`config.mk`:
```
export PLATFORM = sky130hd
export DESIGN_NAME = ewsc_wait_ctrl
export DESIGN_NICKNAME = d
export VERILOG_FILES = /design/src/ewsc_wait_sync.v /design/src/ewsc_wait_ctrl.v
export VERILOG_INCLUDE_DIRS = /design/src /design/src/src
export SDC_FILE = /design/constraint.sdc
export NUM_CORES = 1
export LEC_CHECK = 0
export ABC_AREA = 1
export BUFFER_PORTS_ARGS = -buffer_cell sky130_fd_sc_hd__buf_2
export CAP_MARGIN = 30
export CORE_ASPECT_RATIO = 1.75
export CORE_MARGIN = 10
export CORE_UTILIZATION = 47
export DETAILED_ROUTE_END_ITERATION = 6
export PLACE_DENSITY = 0.79
export SETUP_SLACK_MARGIN = 0.3
export SYNTH_ARGS = -nofsm -noshare
export SYNTH_HDL_FRONTEND = slang
export SYNTH_SLANG_ARGS = --single-unit
```
`constraint.sdc`:
```
create_clock -name mclk_in -period 1.6 [get_ports mclk_in]
set_clock_uncertainty 0.1 [all_clocks]
set_input_delay 0.16 -clock mclk_in [delete_from_list [all_inputs] [get_ports mclk_in]]
set_output_delay 0.16 -clock mclk_in [all_outputs]
set_load 0.01 [all_outputs]
```
`src/ewsc_regs.vh`:
```
// Register offsets, field positions, reset values and mode encodings for the wait-state controller.
`ifndef EWSC_REGS_VH
`define EWSC_REGS_VH

// ----------------------------------------------------------------------------
// Register map (byte offsets on the Wishbone bus)
// ----------------------------------------------------------------------------
`define EWSC_WAIT_CONTROL_REG_ADDR 4'h0
`define EWSC_STATUS_REG_ADDR 4'h4
`define EWSC_ADDR_W 4

// ----------------------------------------------------------------------------
// Field layout of the wait control register
// ----------------------------------------------------------------------------
`define EWSC_WAIT_COUNT_LO 0
`define EWSC_WAIT_COUNT_HI 1
`define EWSC_WAIT_MODE_SELECT_LO 2
`define EWSC_WAIT_MODE_SELECT_HI 3
`define EWSC_WCR_RESET 8'hF3
`define EWSC_WCR_RSVD 4'hF

// ----------------------------------------------------------------------------
// Wait mode encodings
// ----------------------------------------------------------------------------
`define EWSC_MODE_PROG 2'h0
`define EWSC_MODE_NOWAIT 2'h1
`define EWSC_MODE_PIN 2'h2
`define EWSC_MODE_AUTO 2'h3

`endif

```
`src/ewsc_wait_sync.v`:
```
// Two-flop synchroniser for the asynchronous wait request pin.
`timescale 1ns/1ps
module ewsc_wait_sync (
  input wire mclk_in,
  input wire reset_n_in,
  input wire async_in,
  output reg sync_out
);
  reg meta_r;

  // Resets high so the idle pin means no wait request.
  always @(posedge mclk_in or negedge reset_n_in) begin
    if (!reset_n_in) begin
      meta_r <= 1'b1;
      sync_out <= 1'b1;
    end else begin
      meta_r <= async_in;
      sync_out <= meta_r;
    end
  end
endmodule

```
`src/ewsc_wait_ctrl.v`:
```
// External bus wait-state controller with its Wishbone register slave.
`timescale 1ns/1ps
`include "ewsc_regs.vh"
module ewsc_wait_ctrl (
  input wire mclk_in,
  input wire reset_n_in,
  input wire wb_cyc_in,
  input wire wb_stb_in,
  input wire wb_we_in,
  input wire [3:0] wb_adr_in,
  input wire [3:0] wb_sel_in,
  input wire [31:0] wb_dat_in,
  output reg [31:0] wb_dat_out,
  output reg wb_ack_out,
  output reg wb_err_out,
  input wire bus_start_in,
  input wire bus_offchip_in,
  output reg second_bus_state_out,
  output reg inserted_wait_state_out,
  output reg third_bus_state_out,
  output reg bus_busy_out,
  input wire port1_pin4_in,
  output reg port1_pin4_is_wait_out
);

  // --------------------------------------------------------------------------
  // State encodings
  // --------------------------------------------------------------------------
  localparam [3:0] ST_IDLE = 4'h1;
  localparam [3:0] ST_T2 = 4'h2;
  localparam [3:0] ST_TW = 4'h4;
  localparam [3:0] ST_T3 = 4'h8;

  reg [3:0] state_r;
  reg [3:0] state_nxt;
  reg [1:0] wmode_r;
  reg [1:0] wcount_r;
  reg [1:0] cyc_mode_r;
  reg [1:0] cyc_mode_nxt;
  reg [1:0] cyc_left_r;
  reg [1:0] cyc_left_nxt;
  reg cyc_ext_r;
  reg cyc_ext_nxt;
  reg [7:0] cycles_r;
  wire wait_pin_s;
  wire pin_low;
  wire [7:0] wcr_val;

  // --------------------------------------------------------------------------
  // Pin synchroniser
  // --------------------------------------------------------------------------
  ewsc_wait_sync u_sync (
    .mclk_in(mclk_in),
    .reset_n_in(reset_n_in),
    .async_in(port1_pin4_in),
    .sync_out(wait_pin_s)
  );

  assign pin_low = ~wait_pin_s;
  assign wcr_val = {`EWSC_WCR_RSVD, wmode_r, wcount_r};

  // --------------------------------------------------------------------------
  // Wishbone register slave: one-cycle ack, err on unmapped addresses
  // --------------------------------------------------------------------------
  wire wb_req = wb_cyc_in & wb_stb_in & ~wb_ack_out & ~wb_err_out;
  wire hit_wcr = (wb_adr_in == `EWSC_WAIT_CONTROL_REG_ADDR);
  wire hit_sts = (wb_adr_in == `EWSC_STATUS_REG_ADDR);

  always @(posedge mclk_in or negedge reset_n_in) begin
    if (!reset_n_in) begin
      wmode_r <= 2'h0;
      wcount_r <= 2'h3;
      wb_ack_out <= 1'b0;
      wb_err_out <= 1'b0;
      wb_dat_out <= 32'h0;
    end else begin
      wb_ack_out <= wb_req & (hit_wcr | hit_sts);
      wb_err_out <= wb_req & ~(hit_wcr | hit_sts);
      wb_dat_out <= 32'h0;
      if (wb_req & hit_wcr) begin
        if (wb_we_in & wb_sel_in[0]) begin
          wmode_r <= wb_dat_in[`EWSC_WAIT_MODE_SELECT_HI:
                               `EWSC_WAIT_MODE_SELECT_LO];
          wcount_r <= wb_dat_in[`EWSC_WAIT_COUNT_HI:`EWSC_WAIT_COUNT_LO];
        end
        wb_dat_out <= {24'h0, wcr_val};
      end else if (wb_req & hit_sts) begin
        wb_dat_out <= {16'h0, cycles_r, 4'h0, state_r};
      end
    end
  end

  // --------------------------------------------------------------------------
  // Bus state sequencer
  // --------------------------------------------------------------------------
  // The mode and count are latched at T2 entry so a register write during a
  // cycle cannot stretch or cut it short.
  always @* begin
    state_nxt = state_r;
    cyc_mode_nxt = cyc_mode_r;
    cyc_left_nxt = cyc_left_r;
    cyc_ext_nxt = cyc_ext_r;
    case (state_r)
      ST_IDLE: begin
        if (bus_start_in) begin
          state_nxt = ST_T2;
          cyc_mode_nxt = bus_offchip_in ? wmode_r : `EWSC_MODE_NOWAIT;
          cyc_left_nxt = wcount_r;
          cyc_ext_nxt = bus_offchip_in;
        end
      end
      ST_T2: begin
        state_nxt = ST_T3;
        case (cyc_mode_r)
          `EWSC_MODE_PROG: begin
            if (cyc_left_r != 2'h0)
              state_nxt = ST_TW;
          end
          `EWSC_MODE_PIN: begin
            if (cyc_left_r != 2'h0 || pin_low)
              state_nxt = ST_TW;
          end
          `EWSC_MODE_AUTO: begin
            if (pin_low && cyc_left_r != 2'h0)
              state_nxt = ST_TW;
          end
          default: state_nxt = ST_T3;
        endcase
        if (state_nxt == ST_TW && cyc_left_r != 2'h0)
          cyc_left_nxt = cyc_left_r - 2'h1;
      end
      ST_TW: begin
        if (cyc_left_r != 2'h0) begin
          cyc_left_nxt = cyc_left_r - 2'h1;
        end else if (cyc_mode_r == `EWSC_MODE_PIN && pin_low) begin
          state_nxt = ST_TW;
        end else begin
          state_nxt = ST_T3;
        end
      end
      ST_T3: begin
        state_nxt = ST_IDLE;
      end
      default: state_nxt = ST_IDLE;
    endcase
  end

  always @(posedge mclk_in or negedge reset_n_in) begin
    if (!reset_n_in) begin
      state_r <= ST_IDLE;
      cyc_mode_r <= 2'h1;
      cyc_left_r <= 2'h0;
      cyc_ext_r <= 1'b0;
      cycles_r <= 8'h0;
    end else begin
      state_r <= state_nxt;
      cyc_mode_r <= cyc_mode_nxt;
      cyc_left_r <= cyc_left_nxt;
      cyc_ext_r <= cyc_ext_nxt;
      if (state_r == ST_TW)
        cycles_r <= cycles_r + 8'h1;
    end
  end

  // --------------------------------------------------------------------------
  // Registered outputs
  // --------------------------------------------------------------------------
  always @(posedge mclk_in or negedge reset_n_in) begin
    if (!reset_n_in) begin
      second_bus_state_out <= 1'b0;
      inserted_wait_state_out <= 1'b0;
      third_bus_state_out <= 1'b0;
      bus_busy_out <= 1'b0;
      port1_pin4_is_wait_out <= 1'b0;
    end else begin
      second_bus_state_out <= (state_nxt == ST_T2);
      inserted_wait_state_out <= (state_nxt == ST_TW);
      third_bus_state_out <= (state_nxt == ST_T3);
      bus_busy_out <= (state_nxt != ST_IDLE);
      port1_pin4_is_wait_out <= wmode_r[1];
    end
  end

endmodule

```
==> results of run 1 <==
[cell usage after synthesis (all sizes together)]
cell type	count	share of area, %
inv	31	5.9
conb	1	0.19
nand2	48	9.8
nor3	5	2.6
o21ai	16	4.4
buf	20	7.4
nor2	18	3.8
and2	1	0.32
dfstp	6	7.9
a21oi	2	0.50
nand3	11	3.4
nand4	4	1.6
ha	3	1.9
clkinv	1	0.25
dfrtp	36	45
nor4	2	1.4
xor2	7	3.1
[routing by layer]
metal | vias up | part of all wire, % | track usage, %
met5 | - | 0 | 0
met4 | 0 | 3.8 | 7.948
met3 | 18 | 5.3 | 4.190
met2 | 51 | 59 | 23.36
met1 | 779 | 32 | 11.21
li1 | 770 | - | -
[state kept, by name, summed over array words and instances, names as in the netlist]
register                 flops
cyc_left_r                   2
cyc_mode_r                   2
u_sync.sync_out              1
state_r                      4
port1_pin4_is_wait_out       1
wb_err_out                   1
wcount_r                     2
u_sync.meta_r                1
bus_busy_out                 1
wb_dat_out                  13
wb_ack_out                   1
third_bus_state_out          1
wmode_r                      2
second_bus_state_out         1
inserted_wait_state_out      1
cycles_r                     8
[area by class of cell]
cell class                 count  area share [%]
timing repair buffer          72           18.28
clock buffer                   6           2.900
sequential                    42           37.26
inverter                      32           4.394
multi-input combinational    133           34.58
clock inverter                 2          0.4394
tap                           49           2.153
[cell families after synthesis]
| group | after synthesis | share of synthesized area (%) |
|---|---|---|
| AND/OR/NAND/NOR | 89 | 22.97 |
| buffers and inverters | 52 | 13.56 |
| flip-flops | 42 | 53.38 |
| AO/OA/AOI/OAI | 18 | 4.921 |
| XOR/XNOR | 7 | 3.092 |
| adder cells (fa/ha/maj) | 3 | 1.893 |
| other | 1 | 0.1891 |
[stage by stage]
step / power [W] / setup WS [ps] / TNS (ps) / utilization (%) / hold WS (ps)
after CTS: 0.002989 / 119.9 / 0 / 62.39 / 13.12
after global routing: 0.003455 / -53.18 / -106.6 / 69.26 / 48.43
after floorplan: 0.001909 / 238.0 / 0 / - / -235.6
after global placement: 0.002077 / 107.7 / 0 / 54.23 / -59.00
final: 0.003286 / 51.21 / 0 / 69.26 / 26.88
after detailed placement: 0.002114 / 43.00 / 0 / 54.23 / -54.40
[path summary, 6_finish.rpt]
path	from	end	cells past startpoint
max reg2reg	cyc_left_r[0]	inserted_wait_state_out	10
min in group asynchronous	reset_n_in	wb_dat_out[1]	2
max	cyc_left_r[0]	inserted_wait_state_out	10
min reg2reg	u_sync.meta_r	u_sync.sync_out	0
min	bus_offchip_in	cyc_mode_r[1]	3
max in group asynchronous	reset_n_in	state_r[0]	3
[power by group]
| group | total, W | internal (W) | switching (W) |
|---|---|---|---|
| clock network | 0.000695 | 0.000346 | 0.000349 |
| registers | 0.00131 | 0.00121 | 0.0000983 |
| logic | 0.00128 | 0.000536 | 0.000748 |
| total | 0.00329 | 0.00209 | 0.00120 |
[worst max-delay path, stage by stage (launching register included)]
cell	delay, ps
dfrtp_1	400
inv_2	110
ha_4	170
nand2_1	50
nand2_1	80
nand2_2	80
nand2_1	80
nand2_1	70
nand2_2	120
inv_2	50
and2_1	140
[timing repair]
action / CTS / global route
gates resized for setup: 21 / 65
pin swaps: 20 / 23
hold buffers: 6 / 0
endpoints found under the setup margin: 27 / 33
buffers inserted: 11 / 12
endpoints found under the hold margin: 43 / 0
==> key figures, run 1 <==
STA
  – RSZ-0062 raised after global routing: yes
  – Endpoints failing hold: 0
  – Final min period: roughly 1500 ps
  – Maximum clock rate: roughly 0.65 GHz
  – Setup violators final: 0
  – Slew Viols, Final: 0
  – Period utilisation layout: between 90 and 100%

Global routing
  – Number of global-route vias before repair: roughly 1700
  – Maximum number of pins on one net before global-route repair: 33
  – First-pass GRT wire length: approximately 7.7 mm
  – Total GRT Usage: 12.58%
  – Grt ovf: 0
  – Initial antenna violation count: 0

CTS
  – Clock Sinks: 42
  – Worst skew pair latency: 290 ps
  – CTS tree: done
  – Reg clk slew, reported paths: 70 ps
  – Clk buf depth: 2
  – Clock Tree Root: clkbuf_8
  – H-tree depth: 2
  – Inserted Clock Buffers: 5

Worst setup path
  – Critical Path RT: ~1700 ps
  – Worst EP arrival: roughly 1600 ps
  – CP max FO: 3
  – Worst Setup Start Kind: register
  – R2R setup slack: between 50 and 60 ps
  – WS Path Type: register to register
  – Element type at the critical path end: register

Layout
  – Most frequent cells in the layout: buf_2 (39), dfrtp_1 (34), nand2_1 (25)
  – Fill count: slightly above 300
  – Area Growth Syn to Fin: 43.60%
  – Share of cells above drive strength 1: 52.96%
  – Net count, final: about 340
  – Design area: 2848 um^2
  – Register area: between 1000 and 1500 um^2
  – Post-route non-filler standard cell count: roughly 340
  – Multi-input gate area: 984.7 um^2
  – Antenna Cells: 0
  – Most common cell after layout, fill and taps aside: buf_2

Min path
  – Min-delay worst type: input pin to register

Placement
  – DP HPWL: 3.206 mm
  – Port bufs: 39
  – Placement Cell Area: approximately 2200 um^2
  – Routability cong.: between 0.8 and 0.9
  – Placed Instances: approximately 300

Routing
  – DR DRC count: 0
  – First-pass DRT Iterations: 5
  – Final wirelength: 5.158 mm
  – Vias/cell: between 4 and 5
  – Antenna viol nets, final: 0
  – DR vias: about 1600
  – Initial DRC Count: 64
  – Wire length per cell: between 15 and 20 um

Synthesis
  – Register area share after synthesis: 53.38%
  – Warnings, synthesis: 0
  – Yosys reg bits: between 40 and 50
  – Mapped Cells: 212
  – Count of cell types in the netlist: 29
  – Synthesized area per cell: 9.354 um^2
  – Synth Cell Area: approximately 2000 um^2

Die
  – Core ar.: 4111 um^2
  – Initial core utilization: just under 50%
  – Ports: 87
  – Die span in x: between 60 and 70 um
  – Row count: 31
  – Die height: 105.9 um
  – Die ar.: 7320 um^2

Run status
  – Status: completed

Pwr
  – Leakage Power: ~1.4 nW
  – Pwr dens: 1154 nW/um^2
  – IR drop worst, VDD: slightly below 0.0009 V

Flow run
  – Maxcap violations: 0
Power figures use the tool's default switching activity.
==> run 2, diff against run 1 <==
--- a/config.mk
+++ b/config.mk
@@ -13,7 +13,7 @@
 export CORE_MARGIN = 10
 export CORE_UTILIZATION = 47
 export DETAILED_ROUTE_END_ITERATION = 6
-export PLACE_DENSITY = 0.79
+export PLACE_DENSITY_LB_ADDON = 0.1
 export SETUP_SLACK_MARGIN = 0.3
 export SYNTH_ARGS = -nofsm -noshare
 export SYNTH_HDL_FRONTEND = slang
==> key figures, run 2 (same netlist as run 1, synthesis figures left out) <==
Layout
  – Design area: approximately 2800 um^2
  – Antenna Cells: 0
  – Most common cell after layout, fill and taps aside: buf_2
  – Max reg flops: 13
  – Area Growth Syn to Fin: 39.24%
  – Biggest register: wb_dat_out
  – Most frequent cells in the layout: buf_2 (39), dfrtp_1 (34), nand2_1 (31)
  – Net count, final: roughly 330
  – Share of cells above drive strength 1: slightly below 50%
  – Post-route non-filler standard cell count: 331
  – Top flop regs: wb_dat_out (13), cycles_r (8), state_r (4)

Global routing
  – First-pass GRT wire length: 6.989 mm
  – Maximum number of pins on one net before global-route repair: 28
  – Grt ovf: 0
  – Initial antenna violation count: 0
  – Number of global-route vias before repair: between 1500 and 2000
  – Total GRT Usage: a little under an eighth

STA
  – RSZ-0062 raised after global routing: yes
  – Period utilisation layout: between 90% and 100%
  – Maximum clock rate: 0.6753 GHz
  – Endpoints failing hold: 0
  – Slew Viols, Final: 0
  – Final WS setup: approximately 120 ps
  – Final min period: around 1500 ps
  – Setup violators final: 0
  – Total negative setup slack: 0 ps

Placement
  – Port bufs: 39
  – Placed Instances: 300
  – Placement Cell Area: 2237 um^2
  – DP HPWL: approximately 3.1 mm
  – Dpl ws: between 80 and 90 ps
  – Routability cong.: a little over 0.8

Routing
  – Wire length per cell: 12.98 um
  – First-pass DRT Iterations: 2
  – DR vias: around 1500
  – Vias/cell: around 4.6
  – Initial DRC Count: 40
  – Final wirelength: 4.296 mm
  – Antenna viol nets, final: 0
  – DR DRC count: 0

CTS
  – Clk buf depth: 2
  – Reg clk slew, reported paths: ~80 ps
  – CTS tree: done
  – Clock Sinks: 42
  – Clock Tree Root: clkbuf_8
  – Worst skew pair latency: 290 ps
  – H-tree depth: 2
  – Inserted Clock Buffers: 5

Worst setup path
  – Crit-path max cell delay: between 500 and 600 ps
  – Worst Setup Start Kind: register
  – Reg2reg path depth: 10
  – CP delay by family, top: flip-flops
  – Slowest CP cell: dfstp_2
  – Crit-path cells: clkinv_4 -> buf_4 -> nand2_4 -> nor2_4 -> inv_2 -> nand2_2 -> nand2_1 -> nand2_1 -> nand3_1 -> nand2_1
  – WS Path Type: register to register
  – CP bufs+invs: 3
  – Worst EP arrival: between 1500 and 2000 ps
  – Most used cell, CP: nand2_1
  – Worst path depth: 10
  – Critical Path RT: ~1700 ps
  – CP max FO: 7
  – Element type at the critical path end: register

Die
  – Core ar.: slightly above 4000 um^2
  – Die span in x: around 70 um
  – Initial core utilization: ~48%
  – Row count: 31
  – Ports: 87
  – Die height: 105.9 um
  – Die ar.: around 7300 um^2

Min path
  – Min-delay worst type: input pin to register
  – Hold path depth: 3

Pwr
  – Pwr dens: about 1200 nW/um^2
  – Leakage Power: roughly 1.4 nW
  – IR drop worst, VDD: about 0.0011 V

Run status
  – Status: completed

Flow run
  – Maxcap violations: 0
==> run 2: changes by cell type in the layout (fill, tap and decap cells not counted), sizes merged <==
| cell | change |
|---|---|
| buf | -4 |
| clkbuf | +2 |
| clkinv | -1 |
| clkinvlp | -1 |
| dlygate4sd3 | -1 |
==> run 2: timing repair <==
action,in CTS,in global routing
gates resized for setup,23,48
endpoints found under the setup margin,25,35
hold buffers,5,0
pin swaps,8,19
setup buffers,8,10
endpoints found under the hold margin,17,0
==> run 2: layer usage <==
metal	vias to the layer above	track usage (%)	routed length (um)
met5	-	0	0
met4	0	7.370	137
met3	12	4.004	208
met2	41	21.06	2504
met1	717	10.25	1446
li1	760	-	-
==> run 2: worst paths after layout <==
kind | start | end | slack [ps]
max in group asynchronous | reset_n_in | state_r[0] | 640
setup reg to reg | state_r[0] | cyc_left_r[0] | 120
hold reg to reg | u_sync.meta_r | u_sync.sync_out | 260
setup / recovery | state_r[0] | cyc_left_r[0] | 120
min in group asynchronous | reset_n_in | wb_dat_out[0] | 220
hold / removal | wb_dat_in[2] | wmode_r[0] | 6
==> run 2: layout make-up <==
cell class              count  area, um^2
clock buffers               8       110.1
flip-flops and latches     42        1061
fillers                   347        1350
repair buffers             67       461.7
multi-input cells         133       942.2
inverters                  32       125.1
well taps                  49       61.31
==> run 2: per-stage QoR <==
stage | total power (W) | hold slack, ps | utilization (%)
after floorplan | 0.001909 | -235.6 | -
after global placement | 0.002080 | 2.854 | 54.41
after detailed placement | 0.002086 | 9.851 | 54.41
after CTS | 0.003044 | 4.245 | 61.66
after global routing | 0.003418 | 15.89 | 67.16
final | 0.003210 | 5.966 | 67.16
==> run 2: tightest hold or removal path, cell delays in order <==
cell	delay, ps
buf_2	90
inv_1	40
o21ai_0	70
==> run 2: power by group <==
group / internal (W) / switching (W) / leakage [nW]
combinational: 0.000482 / 0.000619 / 0.792
clock: 0.000436 / 0.000352 / 0.0575
sequential: 0.00121 / 0.000113 / 0.555
total: 0.00213 / 0.00108 / 1.40
